==> config.mk <==
export PLATFORM = sky130hd
export DESIGN_NAME = timer_core
export DESIGN_NICKNAME = d
export VERILOG_FILES = /design/src/hw/timer_pkg.sv /design/src/hw/timer_core.sv
export SDC_FILE = /design/constraint.sdc
export NUM_CORES = 1
export LEC_CHECK = 0
export BUFFER_PORTS_ARGS = -buffer_cell sky130_fd_sc_hd__buf_4
export CORE_MARGIN = 2
export CORE_UTILIZATION = 56
export DETAILED_ROUTE_END_ITERATION = 7
export PLACE_DENSITY = 0.84
export RECOVER_POWER = 25
export SETUP_SLACK_MARGIN = 0.2
export SLEW_MARGIN = 20
export SYNTH_ARGS = -nofsm -noshare
export SYNTH_HDL_FRONTEND = slang
export SYNTH_SLANG_ARGS = --single-unit
==> constraint.sdc <==
create_clock -name core_clk_i -period 2.85 [get_ports core_clk_i]
set_clock_uncertainty 0.15 [all_clocks]
set_input_delay 0.57 -clock core_clk_i [delete_from_list [all_inputs] [get_ports core_clk_i]]
set_output_delay 0.57 -clock core_clk_i [all_outputs]
set_load 0.01 [all_outputs]
==> src/hw/timer_pkg.sv <==
// Constants, register map and state layout of the prescaled timer
package timer_pkg;

   localparam int unsigned ADDR_W   = 3;
   localparam int unsigned DATA_W   = 8;
   localparam int unsigned CNT_W    = 16;
   localparam int unsigned PRE_W    = 7;

   // Register indices, one byte each
   localparam logic [2:0] REG_CNT_HI   = 3'h0;
   localparam logic [2:0] REG_CNT_LO   = 3'h1;
   localparam logic [2:0] REG_RLD_HI   = 3'h2;
   localparam logic [2:0] REG_RLD_LO   = 3'h3;
   localparam logic [2:0] REG_PWM_HI   = 3'h4;
   localparam logic [2:0] REG_PWM_LO   = 3'h5;
   localparam logic [2:0] REG_CTL0     = 3'h6;
   localparam logic [2:0] REG_CTL1     = 3'h7;

   // Control 1 fields
   localparam int unsigned CTL1_EN_BIT  = 7;
   localparam int unsigned CTL1_POL_BIT = 6;
   localparam int unsigned CTL1_PRE_LSB = 3;
   localparam int unsigned CTL1_MOD_LSB = 0;
   // Control 0 field
   localparam int unsigned CTL0_OE_BIT  = 0;

   // Mode encodings
   localparam logic [2:0] MODE_PWM     = 3'h3;
   localparam logic [2:0] MODE_CAPT    = 3'h4;
   localparam logic [2:0] MODE_CMP     = 3'h5;
   localparam logic [2:0] MODE_GATED   = 3'h6;
   localparam logic [2:0] MODE_CAPCMP  = 3'h7;

   // Reset and restart values
   localparam logic [15:0] CNT_RST     = 16'h0000;
   localparam logic [15:0] RLD_RST     = 16'hFFFF;
   localparam logic [15:0] PWM_RST     = 16'h0000;
   localparam logic [7:0]  CTL_RST     = 8'h00;
   localparam logic [15:0] CNT_RESTART = 16'h0001;

   typedef struct packed {
      logic [15:0] cnt;
      logic [15:0] rld;
      logic [7:0]  rld_hold;
      logic [15:0] pwm;
      logic [7:0]  ctl0;
      logic [7:0]  ctl1;
      logic [7:0]  lo_latch;
      logic        out_lvl;
      logic        in_s1;
      logic        in_s2;
      logic        in_prev;
      logic [6:0]  pre_cnt;
      logic        cc_run;
      logic [7:0]  rdata;
   } timer_state_s;

endpackage : timer_pkg

==> src/hw/timer_core.sv <==
// Prescaled 16-bit timer: PWM, capture, compare, gated, capture/compare
`timescale 1ns/1ps
module timer_core
   import timer_pkg::*;
(
   input  wire logic              core_clk_i,
   input  wire logic              sys_rst_i,
   input  wire logic [ADDR_W-1:0] addr_i,
   input  wire logic [DATA_W-1:0] wdata_i,
   input  wire logic              wr_i,
   input  wire logic              rd_i,
   output logic      [DATA_W-1:0] rdata_o,
   input  wire logic              tmr_in_i,
   output logic                   tmr_out_o,
   output logic                   tmr_out_oe_o,
   output logic                   irq_o
);

   timer_state_s r;
   timer_state_s n;

   logic       en;
   logic       pol;
   logic [2:0] mode;
   logic [6:0] pre_lim;
   logic       tick;
   logic       rise;
   logic       fall;
   logic       sel_edge;
   logic       active;
   logic       at_rld;
   logic       irq_evt;

   always_comb
   begin
      en       = r.ctl1[CTL1_EN_BIT];
      pol      = r.ctl1[CTL1_POL_BIT];
      mode     = r.ctl1[CTL1_MOD_LSB +: 3];
      pre_lim  = 7'((8'h01 << r.ctl1[CTL1_PRE_LSB +: 3]) - 8'h01);
      tick     = en && (r.pre_cnt == pre_lim);
      rise     = r.in_s2 && !r.in_prev;
      fall     = !r.in_s2 && r.in_prev;
      sel_edge = pol ? rise : fall;
      active   = (r.in_s2 == pol);
      at_rld   = (r.cnt == r.rld);
   end

   always_comb
   begin
      n       = r;
      irq_evt = 1'b0;
      // Input synchroniser and edge history
      n.in_s1   = tmr_in_i;
      n.in_s2   = r.in_s1;
      n.in_prev = r.in_s2;
      // Prescaler runs only while enabled
      if (!en || tick)
      begin
         n.pre_cnt = 7'h00;
      end
      else
      begin
         n.pre_cnt = r.pre_cnt + 7'h01;
      end

      // Counting engine
      if (en)
      begin
         case (mode)
            MODE_PWM:
            begin
               if (tick)
               begin
                  if (at_rld)
                  begin
                     irq_evt   = 1'b1;
                     n.cnt     = CNT_RESTART;
                     n.out_lvl = pol;
                  end
                  else
                  begin
                     n.cnt = r.cnt + 16'h0001;
                     if (r.cnt == r.pwm)
                     begin
                        n.out_lvl = !r.out_lvl;
                     end
                  end
               end
            end
            MODE_CAPT:
            begin
               if (tick)
               begin
                  n.cnt = r.cnt + 16'h0001;
                  if (at_rld)
                  begin
                     irq_evt = 1'b1;
                  end
               end
               if (sel_edge)
               begin
                  irq_evt = 1'b1;
               end
            end
            MODE_CMP:
            begin
               if (tick)
               begin
                  n.cnt = r.cnt + 16'h0001;
                  if (at_rld)
                  begin
                     irq_evt   = 1'b1;
                     n.out_lvl = !r.out_lvl;
                  end
               end
            end
            MODE_GATED:
            begin
               if (tick && active)
               begin
                  if (at_rld)
                  begin
                     irq_evt   = 1'b1;
                     n.cnt     = CNT_RESTART;
                     n.out_lvl = !r.out_lvl;
                  end
                  else
                  begin
                     n.cnt = r.cnt + 16'h0001;
                  end
               end
               if (pol ? fall : rise)
               begin
                  irq_evt = 1'b1;
               end
            end
            MODE_CAPCMP:
            begin
               if (!r.cc_run)
               begin
                  if (sel_edge)
                  begin
                     n.cc_run = 1'b1;
                  end
               end
               else if (sel_edge)
               begin
                  irq_evt = 1'b1;
                  n.cnt   = CNT_RESTART;
               end
               else if (tick)
               begin
                  if (at_rld)
                  begin
                     irq_evt = 1'b1;
                     n.cnt   = CNT_RESTART;
                  end
                  else
                  begin
                     n.cnt = r.cnt + 16'h0001;
                  end
               end
            end
            default:
            begin
               n.cnt = r.cnt;
            end
         endcase
      end

      // Register reads, answer in the next cycle
      n.rdata = 8'h00;
      if (rd_i)
      begin
         case (addr_i)
            REG_CNT_HI:
            begin
               n.rdata = r.cnt[15:8];
               if (en)
               begin
                  n.lo_latch = r.cnt[7:0];
               end
            end
            REG_CNT_LO: n.rdata = en ? r.lo_latch : r.cnt[7:0];
            REG_RLD_HI: n.rdata = r.rld[15:8];
            REG_RLD_LO: n.rdata = r.rld[7:0];
            REG_PWM_HI: n.rdata = r.pwm[15:8];
            REG_PWM_LO: n.rdata = r.pwm[7:0];
            REG_CTL0:   n.rdata = r.ctl0;
            REG_CTL1:   n.rdata = r.ctl1;
            default:    n.rdata = 8'h00;
         endcase
      end

      // Register writes
      if (wr_i)
      begin
         case (addr_i)
            REG_CNT_HI: n.cnt[15:8] = wdata_i;
            REG_CNT_LO: n.cnt[7:0]  = wdata_i;
            REG_RLD_HI: n.rld_hold  = wdata_i;
            REG_RLD_LO: n.rld       = {r.rld_hold, wdata_i};
            REG_PWM_HI: n.pwm[15:8] = wdata_i;
            REG_PWM_LO: n.pwm[7:0]  = wdata_i;
            REG_CTL0:   n.ctl0      = wdata_i;
            REG_CTL1:
            begin
               n.ctl1 = wdata_i;
               if (!en && wdata_i[CTL1_EN_BIT])
               begin
                  n.out_lvl = wdata_i[CTL1_POL_BIT];
                  n.cc_run  = 1'b0;
                  n.pre_cnt = 7'h00;
               end
            end
            default:    n.ctl0 = r.ctl0;
         endcase
      end

      // Captures win over a software write of the same cycle
      if (en && sel_edge && ((mode == MODE_CAPT) || ((mode == MODE_CAPCMP) && r.cc_run)))
      begin
         n.pwm = r.cnt;
      end
   end

   always_ff @(posedge core_clk_i)
   begin
      if (sys_rst_i)
      begin
         r          <= '0;
         r.cnt      <= CNT_RST;
         r.rld      <= RLD_RST;
         r.pwm      <= PWM_RST;
         r.ctl0     <= CTL_RST;
         r.ctl1     <= CTL_RST;
      end
      else
      begin
         r <= n;
      end
   end

   assign rdata_o      = r.rdata;
   assign tmr_out_o    = r.out_lvl;
   assign tmr_out_oe_o = r.ctl0[CTL0_OE_BIT];
   assign irq_o        = irq_evt;
endmodule : timer_core

; After elaboration in Yosys (flattened, before gate mapping)
; Cells that the tools add are included.
[totals]
reg_bits = 100
latchBits = 0
mem_bits_rw = 0
mem_bits_ro = 0
output_inout_bits = 11
mem_count = 0
[classes]
n_addsub = 3
multipliers = 0
n_div = 0
order_cmp = 0
eq_ne = 16
shift = 1
mux = 49
n_bitwise = 1
reduce_logical = 28
[ops]
columns = operator, count
row1 = 16-bit two-way mux, 9
row2 = 8-bit two-way mux, 11
row3 = 72-bit two-way mux, 1
row4 = 16-bit case mux with 4 select lines, 1
row5 = 8-bit case mux with 8 select lines, 1
row6 = 16-bit equality test, 2
row7 = 3-bit equality test (second input constant), 8
row8 = 1-bit two-way mux, 23
row9 = 16-bit by 1-bit adder with 16-bit output (second input constant), 1
row10 = 2-bit AND reduction, 6
row11 = 3-bit by 2-bit equality test with 1-bit output (second input constant), 3
row12 = 1-bit logical AND, 8
row13 = 7-bit by 1-bit adder with 7-bit output (second input constant), 1
row14 = 7-bit equality test, 1
row15 = 7-bit two-way mux, 1
row16 = 1-bit by 3-bit << shifter with 7-bit output (first input constant), 1
row17 = 7-bit by 1-bit subtractor with 7-bit output (second input constant), 1
row18 = 2-bit nonzero test, 3
row19 = 2-bit OR reduction, 3
row20 = 1-bit zero test, 4
row21 = 1-bit case mux with 4 select lines, 1
row22 = 3-bit by 1-bit equality test with 1-bit output (second input constant), 1
row23 = 3-bit zero test, 1
row24 = 1-bit case mux with 3 select lines, 1
row25 = other kinds (4), 5

; Depth between registers and ports, before layout
; Gate-level depths: netlist of run 1.
[logic_depth]
word_depth = 12
depth_mapped = 14

; Least setup slack after synthesis of run 1
; OpenSTA, ideal clock, no wires.
[synth_timing]
path_type = reg2reg
from = reg r[31] (netlist bit)
to = reg r[90] (netlist bit)
arrival_ns = 2.889
t_required_ns = 2.626
setup_slack_ns = -0.263
path_stages_with_launch = 11
path_buffers = 1
synth_period_minus_slack_ns = 3.113
cell_sequence = dfxtp_1 > buf_4 > or3_1 > ha_1 > inv_1 > nor2_1 > a221oi_2 > o311ai_2 > or4b_4 > or4_1 > a31oi_1
[synth_via]
elab_chain_len = 11
word_cells_on_any_way = 14
classes_between = add/sub: 1 / eq/ne: 1 / shift: 1 / mux: 9 / reduce/logical: 2
[synth_rtl]
columns = element, line_no
row1 = from (decl), timer_core.sv:19  ; timer_state_s r;
row2 = from (signal assigned), timer_core.sv:240  ; r <= n;
row3 = 1-bit by 3-bit << shifter with 7-bit output (*), timer_core.sv:39  ; pre_lim = 7'((8'h01 << r.ctl1[CTL1_PRE_LSB +: 3]) - 8'h01);
row4 = 7-bit by 1-bit subtractor with 7-bit output (*), timer_core.sv:39
row5 = 7-bit equality test (*), timer_core.sv:40  ; tick = en && (r.pre_cnt == pre_lim);
row6 = 1-bit logical AND (*), timer_core.sv:40
row7 = 16-bit two-way mux, timer_core.sv:151  ; else if (tick)
row8 = 16-bit two-way mux, timer_core.sv:146  ; else if (sel_edge)
row9 = 16-bit two-way mux, timer_core.sv:139  ; if (!r.cc_run)
row10 = 16-bit case mux with 4 select lines (*), timer_core.sv:69  ; case (mode)
row11 = 16-bit two-way mux (*), timer_core.sv:67  ; if (en)
row12 = 8-bit two-way mux, timer_core.sv:198  ; case (addr_i)
row13 = 72-bit two-way mux (*), timer_core.sv:196  ; if (wr_i)
; Mark *: on every way between the ends. The rest lies on a longest branch, timed or not. The select of a mux whose other input is x is not followed.
; A chain may end at the register's enable or synchronous reset.

; Final worst setup path of run 1
[layout_timing]
from = reg r[32] (netlist bit)
to = reg r[90] (netlist bit)
; The elaborated chain is that of the path after synthesis.

==> results of run 1 <==
[final cells by class]
| type | instances | area [um2] |
|---|---|---|
| clock inverters | 7 | 82.6 |
| multi-input cells | 563 | 3700 |
| repair buffers | 82 | 662 |
| inverters | 14 | 60.1 |
| clock buffers | 9 | 124 |
| fillers | 838 | 3430 |
| flip-flops and latches | 100 | 2000 |
| well taps | 136 | 170 |
[registers in the layout, summed over array words and instances (netlist names)]
register      cells
r                83
n                 2
tmr_out_oe_o      1
en                1
tmr_out_o         1
pol               1
rdata_o           8
mode              3
[cells in the mapped netlist (3+ instances only)]
master	n	share of area (%)
buf_2	11	0.94
nor3b_1	9	1.2
nor2b_1	12	1.3
nand2_1	101	6.5
a22oi_1	4	0.51
xnor2_1	12	1.8
buf_6	3	0.58
o221ai_1	3	0.45
nor2_1	77	4.9
mux2_2	6	1.2
dfxtp_1	100	34
a31oi_1	12	1.3
xor2_1	34	5.1
a311oi_1	3	0.45
nand3_1	29	2.5
ha_1	3	0.64
o21ai_0	32	2.7
nor3_1	7	0.60
buf_1	10	0.64
a211oi_1	21	2.7
nor4_1	11	1.2
inv_1	14	0.90
buf_4	10	1.3
nand4_1	7	0.75
a21oi_1	59	5.0
a22o_1	4	0.60
and3_1	12	1.3
clkbuf_1	38	2.4
o211ai_1	6	0.77
nand2b_1	9	0.96
a221oi_1	8	1.2
mux2i_1	49	8.4
o22ai_1	3	0.32
o21ai_1	3	0.26
[repair_timing]
action                                  CTS  global route
resized for setup                        34            22
setup buffers                             8             1
pin swaps                                13            11
endpoints found under the setup margin   18            25
cloned                                    1             1
hold endpoints to repair                  0             0
[power by group]
part / switching [mW] / leakage [nW] / internal [mW]
registers: 0.0327 / 0.812 / 1.43
logic: 0.249 / 1.63 / 0.169
clock network: 0.567 / 0.0984 / 0.420
[routing by layer]
layer	vias to the layer above	wire length, um	GRT usage [%]
li1	2666	-	-
met1	2797	7500	44.8
met2	347	8500	51.1
met3	90	1870	7.60
met4	0	1040	18.3
met5	-	0	0
[how the worst min path moves through the flow]
stage / start / to / slack, ns / cells after the start
6_report: tmr_in_i / n[17] / 0.24 / 2
2_1_floorplan: n[17] / n[16] / 0.26 / 1
3_5_place_dp: n[17] / n[16] / 0.29 / 1
5_1_grt: tmr_in_i / n[17] / 0.24 / 2
4_1_cts: tmr_in_i / n[17] / 0.23 / 2
3_3_place_gp: n[17] / n[16] / 0.27 / 1
[through the flow]
stage / worst slack, ns / util (%)
finish: -0.418 / 66.5
CTS: -0.375 / 65.2
global placement: -0.0824 / 61.1
floorplan: -0.125 / -
detailed placement: -0.199 / 61.1
global route: -0.540 / 66.5
[cells by family (layout without fill, tap and decap cells)]
kind of cell             Yosys count  after routing  share of synthesized area [%]
AND/OR/NAND/NOR                  288            288                           23.2
AO/OA/AOI/OAI                    170            170                           18.3
flip-flops                       100            100                           34.2
buffers and inverters             87            112                           6.85
multiplexers                      56             56                           9.91
XOR/XNOR                          46             46                           6.88
adder cells (fa/ha/maj)            3              3                          0.641
==> out/qor.yml, run 1 <==
detailed_routing:
  via_per_inst: 6.48
  drtIter0Drc: 777
  ant_nets: 0
  drcViolationCount: 0
  wl_per_cell_um: 20.8
  wirelength_um: 18900
  vias: 5900
  drt_pass1_iterations: 6
hold_path:
  hold_class: "input pin to register"
cells_and_area:
  synthToLayoutAreaGrowth_pct: 16.0
  final_nets: 789
  final_area_mm2: 0.00680
  final_cell_mix: "99 x nand2_1, 98 x dfxtp_1, 76 x buf_4"
  layout_commonest_cell: "nand2_1"
  fin_cells: 911
  num_antenna_cells: 0
  drive_gt1_share_pct: 19.9
worst_setup_path:
  cp_cell_sequence: "or3_4 > ha_4 > xnor2_1 > a221oi_4 > o311ai_4 > buf_4 > or4b_4 > or4_4 > a31oi_1"
  crit_fanout: 5
  path_depth: 9
  endpoint: "r[90]"
  timing.rr.start: "r[32]"
  crit_start: "r[32]"
  crit_arrival_ns: 3.45
  timing.reg2reg.worst_path_depth: 9
  crit_type: "register to register"
  slowest_delay_ns: 0.62
  crit_path_start_kind: "register"
  cp_top_family: "simple AND/OR/NAND/NOR gates"
  rr_endpoint: "r[90]"
  r2r_slack_ns: -0.42
  crit_path_top_delay_cell: "or4b_4"
  critPathCaptureType: "register"
  critPathBufInv: 1
  cp.required_ns: 3.03
sta:
  max_slew_margin_pct: 57.7
  maxSlewViolCount: 0
  fmax_mhz: 306
  layout_setup_ws_ns: -0.418
  setup_violations: 16
  fin_tns_setup_ns: -5.33
  grt_setup_unrepaired: "yes"
  post-route-period-util_pct: 115
  worst_slew_pin_slew_ns: 0.628
  finalCriticalPeriod_ns: 3.27
  finalHoldViolations: 0
  hold_ws_ns: 0.240
logic_synthesis:
  syn-cell-area_mm2: 0.00586
  synth.avg_cell_area_um2: 7.81
  syn_nets: 769
  yosysWarnings: 0
  synth_seq_cells: 100
  ys_async_sr_fraction_pct: 0
  synth_edf_count: 0
  synth-main-ff-cell: "dfxtp_1"
  synth_cells: 750
  synth_seq_area_share_pct: 34.2
  ys_types: 57
pwr:
  ir_worst_vdd_mv: 0.374
  total_power_mw: 2.87
  p_leak_nw: 2.54
  power.density_mw_per_mm2: 422
floorplan:
  core_area_mm2: 0.0102
  die_height_um: 106
  die_w_um: 106
  io-pin-count: 27
  start_util_pct: 57.3
  row_count: 37
  die-area_mm2: 0.0113
clocking:
  hold_buffers: 0
  cts_inserted_buffers: 9
  cts.root.buffer_cell: "clkbuf_8"
  clkTransAtPathRegs_ns: 0.10
  clkLatencyLatePin_ns: 0.40
  htree_levels: 3
  clock_sinks: 100
  tritoncts: "yes"
  clockBufferDepth: 2
global_routing:
  grt_pass1_wl_um: 29200
  grt_overflow_total: 0
  grt_max_degree: 37
  grt_pass1_vias: 5544
  track_usage_pct: 33.8
  antenna_found_initial: 0
placement:
  hpwl_um: 12400
  portBuffers: 26
  dpl_cell_area_mm2: 0.00625
  gp_congestion: 0.942
  dp.cells: 884
run_status:
  failed_checks: "negative setup slack"
  status: "finished, violations left"
job:
  drv_cap: 0
Power figures use the tool's default switching activity.
==> run 2: changes to the inputs <==
- PLACE_DENSITY: 0.84 -> 0.88
==> out/qor.yml, run 2 (same netlist as run 1, synthesis figures left out) <==
floorplan:
  core_area_mm2: 0.0102
  die_height_um: 106
  start_util_pct: 57.3
  io-pin-count: 27
  row_count: 37
  die-area_mm2: 0.0113
  die_w_um: 106
global_routing:
  grt_pass1_vias: 5608
  grt_pass1_wl_um: 29000
  grt_overflow_total: 0
  use_met3_pct: 4.60
  track_usage_pct: 33.0
  grt_max_degree: 41
  use_met2_pct: 50.8
  grt_busiest_layer: "met2"
  grt.met1_usage_pct: 44.4
  antenna_found_initial: 0
sta:
  layout_setup_ws_ns: -0.348
  finalHoldViolations: 0
  maxSlewViolCount: 0
  post-route-period-util_pct: 112
  hold_ws_ns: 0.250
  max_slew_margin_pct: 8.77
  setup_violations: 16
  grt_setup_unrepaired: "yes"
  fmax_mhz: 313
  worst_slew_pin_slew_ns: 1.37
  finalCriticalPeriod_ns: 3.20
worst_setup_path:
  crit_type: "register to register"
  crit_path_top_delay_cell: "or4b_4"
  crit_arrival_ns: 3.35
  slowest_delay_ns: 0.58
  crit_fanout: 5
  path_depth: 10
  cp_cell_sequence: "or3_4 > ha_4 > inv_4 > nor2_4 > a221oi_4 > o311ai_4 > buf_4 > or4b_4 > or4_1 > a31oi_1"
  critPathCaptureType: "register"
  r2r_slack_ns: -0.35
  crit_start: "r[32]"
  crit_path_start_kind: "register"
  rr_endpoint: "r[90]"
  cp.required_ns: 3.00
  timing.reg2reg.worst_path_depth: 10
  timing.rr.start: "r[32]"
  critPathBufInv: 2
  endpoint: "r[90]"
  cp_top_family: "simple AND/OR/NAND/NOR gates"
clocking:
  tritoncts: "yes"
  hold_buffers: 0
  clkTransAtPathRegs_ns: 0.09
  cts_inserted_buffers: 9
  clock_sinks: 100
  clkLatencyLatePin_ns: 0.38
  cts.root.buffer_cell: "clkbuf_8"
  clockBufferDepth: 2
  htree_levels: 3
pwr:
  ir_worst_vdd_mv: 0.394
  power.density_mw_per_mm2: 426
  p_leak_nw: 2.53
  p_switching_mw: 0.794
  seqPwrFrac_pct: 51.0
  total_power_mw: 2.88
  intPower_mw: 2.08
  switching_share_pct: 27.6
  combPwrFrac_pct: 13.9
  clock_power_share_pct: 35.2
cells_and_area:
  top_register: "r"
  final_nets: 789
  final_cell_mix: "99 x nand2_1, 97 x dfxtp_1, 72 x nor2_1"
  synthToLayoutAreaGrowth_pct: 15.3
  layout_commonest_cell: "nand2_1"
  num_antenna_cells: 0
  drive_gt1_share_pct: 18.2
  largest_register_ffs: 83
  final_util_pct: 66.0
detailed_routing:
  drt_pass1_iterations: 7
  vias: 5863
  wirelength_um: 18500
  drcViolationCount: 0
  drtIter0Drc: 747
  via_per_inst: 6.44
  wl_per_cell_um: 20.4
  ant_nets: 0
run_status:
  status: "finished, violations left"
  failed_checks: "negative setup slack"
hold_path:
  hold_path_depth: 2
  hold_class: "input pin to register"
  worst_hold_startpoint: "tmr_in_i"
job:
  drv_cap: 0
placement:
  place_ws_ns: -0.176
  portBuffers: 26
  hpwl_um: 13000
  gp_congestion: 0.974
-- run 2: cell types whose count changed in the layout (fill, tap and decap cells not counted), sizes merged --
| cell | change |
|---|---|
| buf | -8 |
| bufinv | +1 |
| clkinvlp | -1 |
| inv | -3 |
| clkinv | +2 |
| clkbuf | +9 |
-- run 2: timing repair --
action                                  CTS  global route
buffers inserted                          4             4
cloned                                    0             1
pin swaps                                20            19
resized for setup                        29            25
endpoints found under the setup margin   16            25
-- run 2: power groups by stage --
stage	logic, mW	registers (mW)	clock network (mW)
2_1_floorplan	0.257	1.48	0
3_3_place_gp	0.355	1.49	0
3_5_place_dp	0.366	1.50	0
4_1_cts	0.382	1.46	1.00
5_1_grt	0.423	1.47	1.07
6_report	0.399	1.47	1.01
-- run 2: final cells by class --
type,instances,area (um2)
well taps,136,170
multi-input cells,563,3680
clock buffers,10,128
inverters,14,67.6
fillers,796,3480
repair buffers,82,619
clock inverters,6,86.3
flip-flops and latches,100,2010
-- run 2: per-layer routing --
layer  share of wire (%)  wire (um)
met1                  38       7120
met2                  45       8350
met3                  11       2030
met4                 5.6       1030
met5                   0          0
-- run 2: worst min-delay path by stage --
stage,to
floorplan,n[16]
global placement,n[16]
finish,n[17]
CTS,n[17]
detailed placement,n[16]
global route,n[17]
-- run 2: per-stage QoR --
stage          instances  TNS, ns  instance area [um2]
6_report             911    -3.90                 6750
5_1_grt              911    -5.27                 6750
4_1_cts              906    -2.31                 6630
3_5_place_dp         886    -1.44                 6270
3_3_place_gp         886   -0.261                 6270
2_1_floorplan        750    -1.07                 5900
==> run 3: changes to the inputs <==
- ABC_AREA: default -> 1
==> out/qor.yml, run 3 <==
run_status:
  status: "finished, violations left"
  failed_checks: "negative setup slack"
logic_synthesis:
  ys_types: 37
  yosysTopAreaCellShare_pct: 33.8
  syn-cell-area_mm2: 0.00593
  synth_edf_count: 0
  synth_seq_area_share_pct: 33.8
  synth_seq_cells: 100
  synth_area_leader_cell: "dfxtp_1"
  yosysMostFrequentCell: "nand2_1"
  synth_area_leaders: "dfxtp_1 34%, nand2_1 15%, inv_1 8.4%"
  syn_nets: 945
  synth_cells: 926
  ys_async_sr_fraction_pct: 0
  synth.avg_cell_area_um2: 6.40
  synth-main-ff-cell: "dfxtp_1"
  yosysWarnings: 0
  synth_common_cells: "233 x nand2_1, 133 x inv_1, 100 x dfxtp_1, 81 x a21oi_1, 79 x nor2_1"
clocking:
  tritoncts: "yes"
  clkTransAtPathRegs_ns: 0.09
  cts_inserted_buffers: 9
  cts.root.buffer_cell: "clkbuf_8"
  htree_levels: 3
  clkLatencyLatePin_ns: 0.38
  hold_buffers: 0
  clock_sinks: 100
  clockBufferDepth: 2
global_routing:
  grt_pass1_wl_um: 30400
  grt_max_degree: 41
  grt_overflow_total: 0
  antenna_found_initial: 1
  track_usage_pct: 34.7
  grt_pass1_vias: 5769
cells_and_area:
  regArea_mm2: 0.00201
  drive_gt1_share_pct: 14.2
  multi_input_area_mm2: 0.00321
  layout_commonest_cell: "nand2_1"
  final_cell_mix: "228 x nand2_1, 130 x inv_1, 97 x dfxtp_1"
  largest_register_ffs: 83
  fill_cells: 915
  final_nets: 1001
  synthToLayoutAreaGrowth_pct: 14.1
  top_register: "r"
  num_antenna_cells: 0
sta:
  finalHoldViolations: 0
  maxSlewViolCount: 0
  setup_violations: 25
  worst_slew_pin_slew_ns: 0.830
  fmax_mhz: 302
  layout_setup_ws_ns: -0.465
  finalCriticalPeriod_ns: 3.31
  post-route-period-util_pct: 116
  fin_tns_setup_ns: -7.39
  max_slew_margin_pct: 44.6
  grt_setup_unrepaired: "yes"
detailed_routing:
  met2WireLength_um: 8520
  vias: 6513
  drcViolationCount: 0
  wirelength_um: 19700
  drt_pass1_iterations: 7
  wl_met1_um: 7870
  wl_met3_um: 2470
  wl_per_cell_um: 17.5
  ant_nets: 0
  drtIter0Drc: 767
  route.top_layer_used: "met4"
  via_per_inst: 5.80
pwr:
  clock_power_share_pct: 30.2
  ir_worst_vdd_mv: 0.309
  intPower_mw: 2.01
  p_leak_nw: 3.05
  seqPwrFrac_pct: 51.5
  p_switching_mw: 0.832
  switching_share_pct: 29.2
  power.density_mw_per_mm2: 421
  combPwrFrac_pct: 18.3
worst_setup_path:
  crit_path_top_delay_cell: "dfxtp_4"
  crit_type: "register to register"
  crit_arrival_ns: 3.48
  timing.reg2reg.worst_path_depth: 27
  cp_top_family: "buffers and inverters"
  cp.required_ns: 3.01
  r2r_slack_ns: -0.46
  critPathBufInv: 11
  timing.rr.start: "r[31]"
  crit_path_start_kind: "register"
  crit_fanout: 3
  timing.critical_path.mode_cell: "buf_4"
  rr_endpoint: "r[84]"
  critPathCaptureType: "register"
  slowest_delay_ns: 0.37
floorplan:
  die-area_mm2: 0.0114
  start_util_pct: 57.4
  die_height_um: 107
  die_w_um: 107
  row_count: 37
  io-pin-count: 27
  core_area_mm2: 0.0103
placement:
  gp_congestion: 1.05
  hpwl_um: 13800
  place_ws_ns: -0.00352
  portBuffers: 26
hold_path:
  hold_path_depth: 3
  worst_hold_startpoint: "tmr_in_i"
  hold_end: "n[17]"
  hold_class: "input pin to register"
job:
  drv_cap: 0
## run 3: per-layer routing
layer / vias to the layer above / GRT usage, %
met5: - / 0
li1: 3086 / -
met1: 2951 / 46.1
met3: 64 / 10.0
met2: 412 / 53.1
met4: 0 / 13.9
## run 3: kinds of logic after synthesis
logic type	count (synthesis)	share of synthesized area [%]
DFF	100	33.8
AOI/OAI and AO/OA	224	21.2
buffers and inverters	185	13.1
and+or+nand+nor	381	26.4
xor gates and xnor gates	33	4.87
adders and majority gates	3	0.633
## run 3: layout make-up
cell class                      count  share of cell area, %
Sequential cell                   100                   29.7
Inverter                          137                   7.60
Tap cell                          136                   2.52
Multi-Input combinational cell    641                   47.4
Timing Repair Buffer               93                   10.1
Clock buffer                       13                   2.35
Clock inverter                      3                  0.314
## run 3: power groups by stage
| stage | logic, mW | clock network [mW] | registers [mW] |
|---|---|---|---|
| 3_5_place_dp | 0.399 | 0 | 1.50 |
| 5_1_grt | 0.556 | 0.916 | 1.47 |
| 6_report | 0.521 | 0.860 | 1.46 |
| 2_1_floorplan | 0.264 | 0 | 1.48 |
| 4_1_cts | 0.483 | 0.857 | 1.46 |
| 3_3_place_gp | 0.392 | 0 | 1.49 |
## run 3: worst max path at each step
stage          startpoint     to  cells past startpoint
3_5_place_dp        r[31]  irq_o                     17
4_1_cts             r[32]  irq_o                     17
5_1_grt             r[31]  r[84]                     27
6_report            r[31]  r[84]                     27
2_1_floorplan       r[32]  irq_o                     17
3_3_place_gp        r[31]  irq_o                     17
## run 3: stage by stage
stage	cells	cell area, um2	hold WS (ns)	total power, mW	utilization (%)
final	1123	6770	0.241	2.85	65.5
after global routing	1123	6770	0.289	2.94	65.5
after CTS	1120	6750	0.242	2.80	65.4
after detailed placement	1082	6370	0.271	1.89	61.7
after global placement	1082	6370	0.242	1.89	61.7
after floorplan	926	5940	0.238	1.75	-
## run 3: tightest hold or removal path: cells and delay by family
family / cells / cell delay (ns)
buffers and inverters: 2 / 0.11
and+or+nand+nor: 1 / 0.07
## run 3: what timing repair did
action,in CTS,in global routing
pin swaps,9,14
endpoints found under the setup margin,1,25
buffers inserted,22,3
endpoints found under the hold margin,0,0
gates resized for setup,13,10
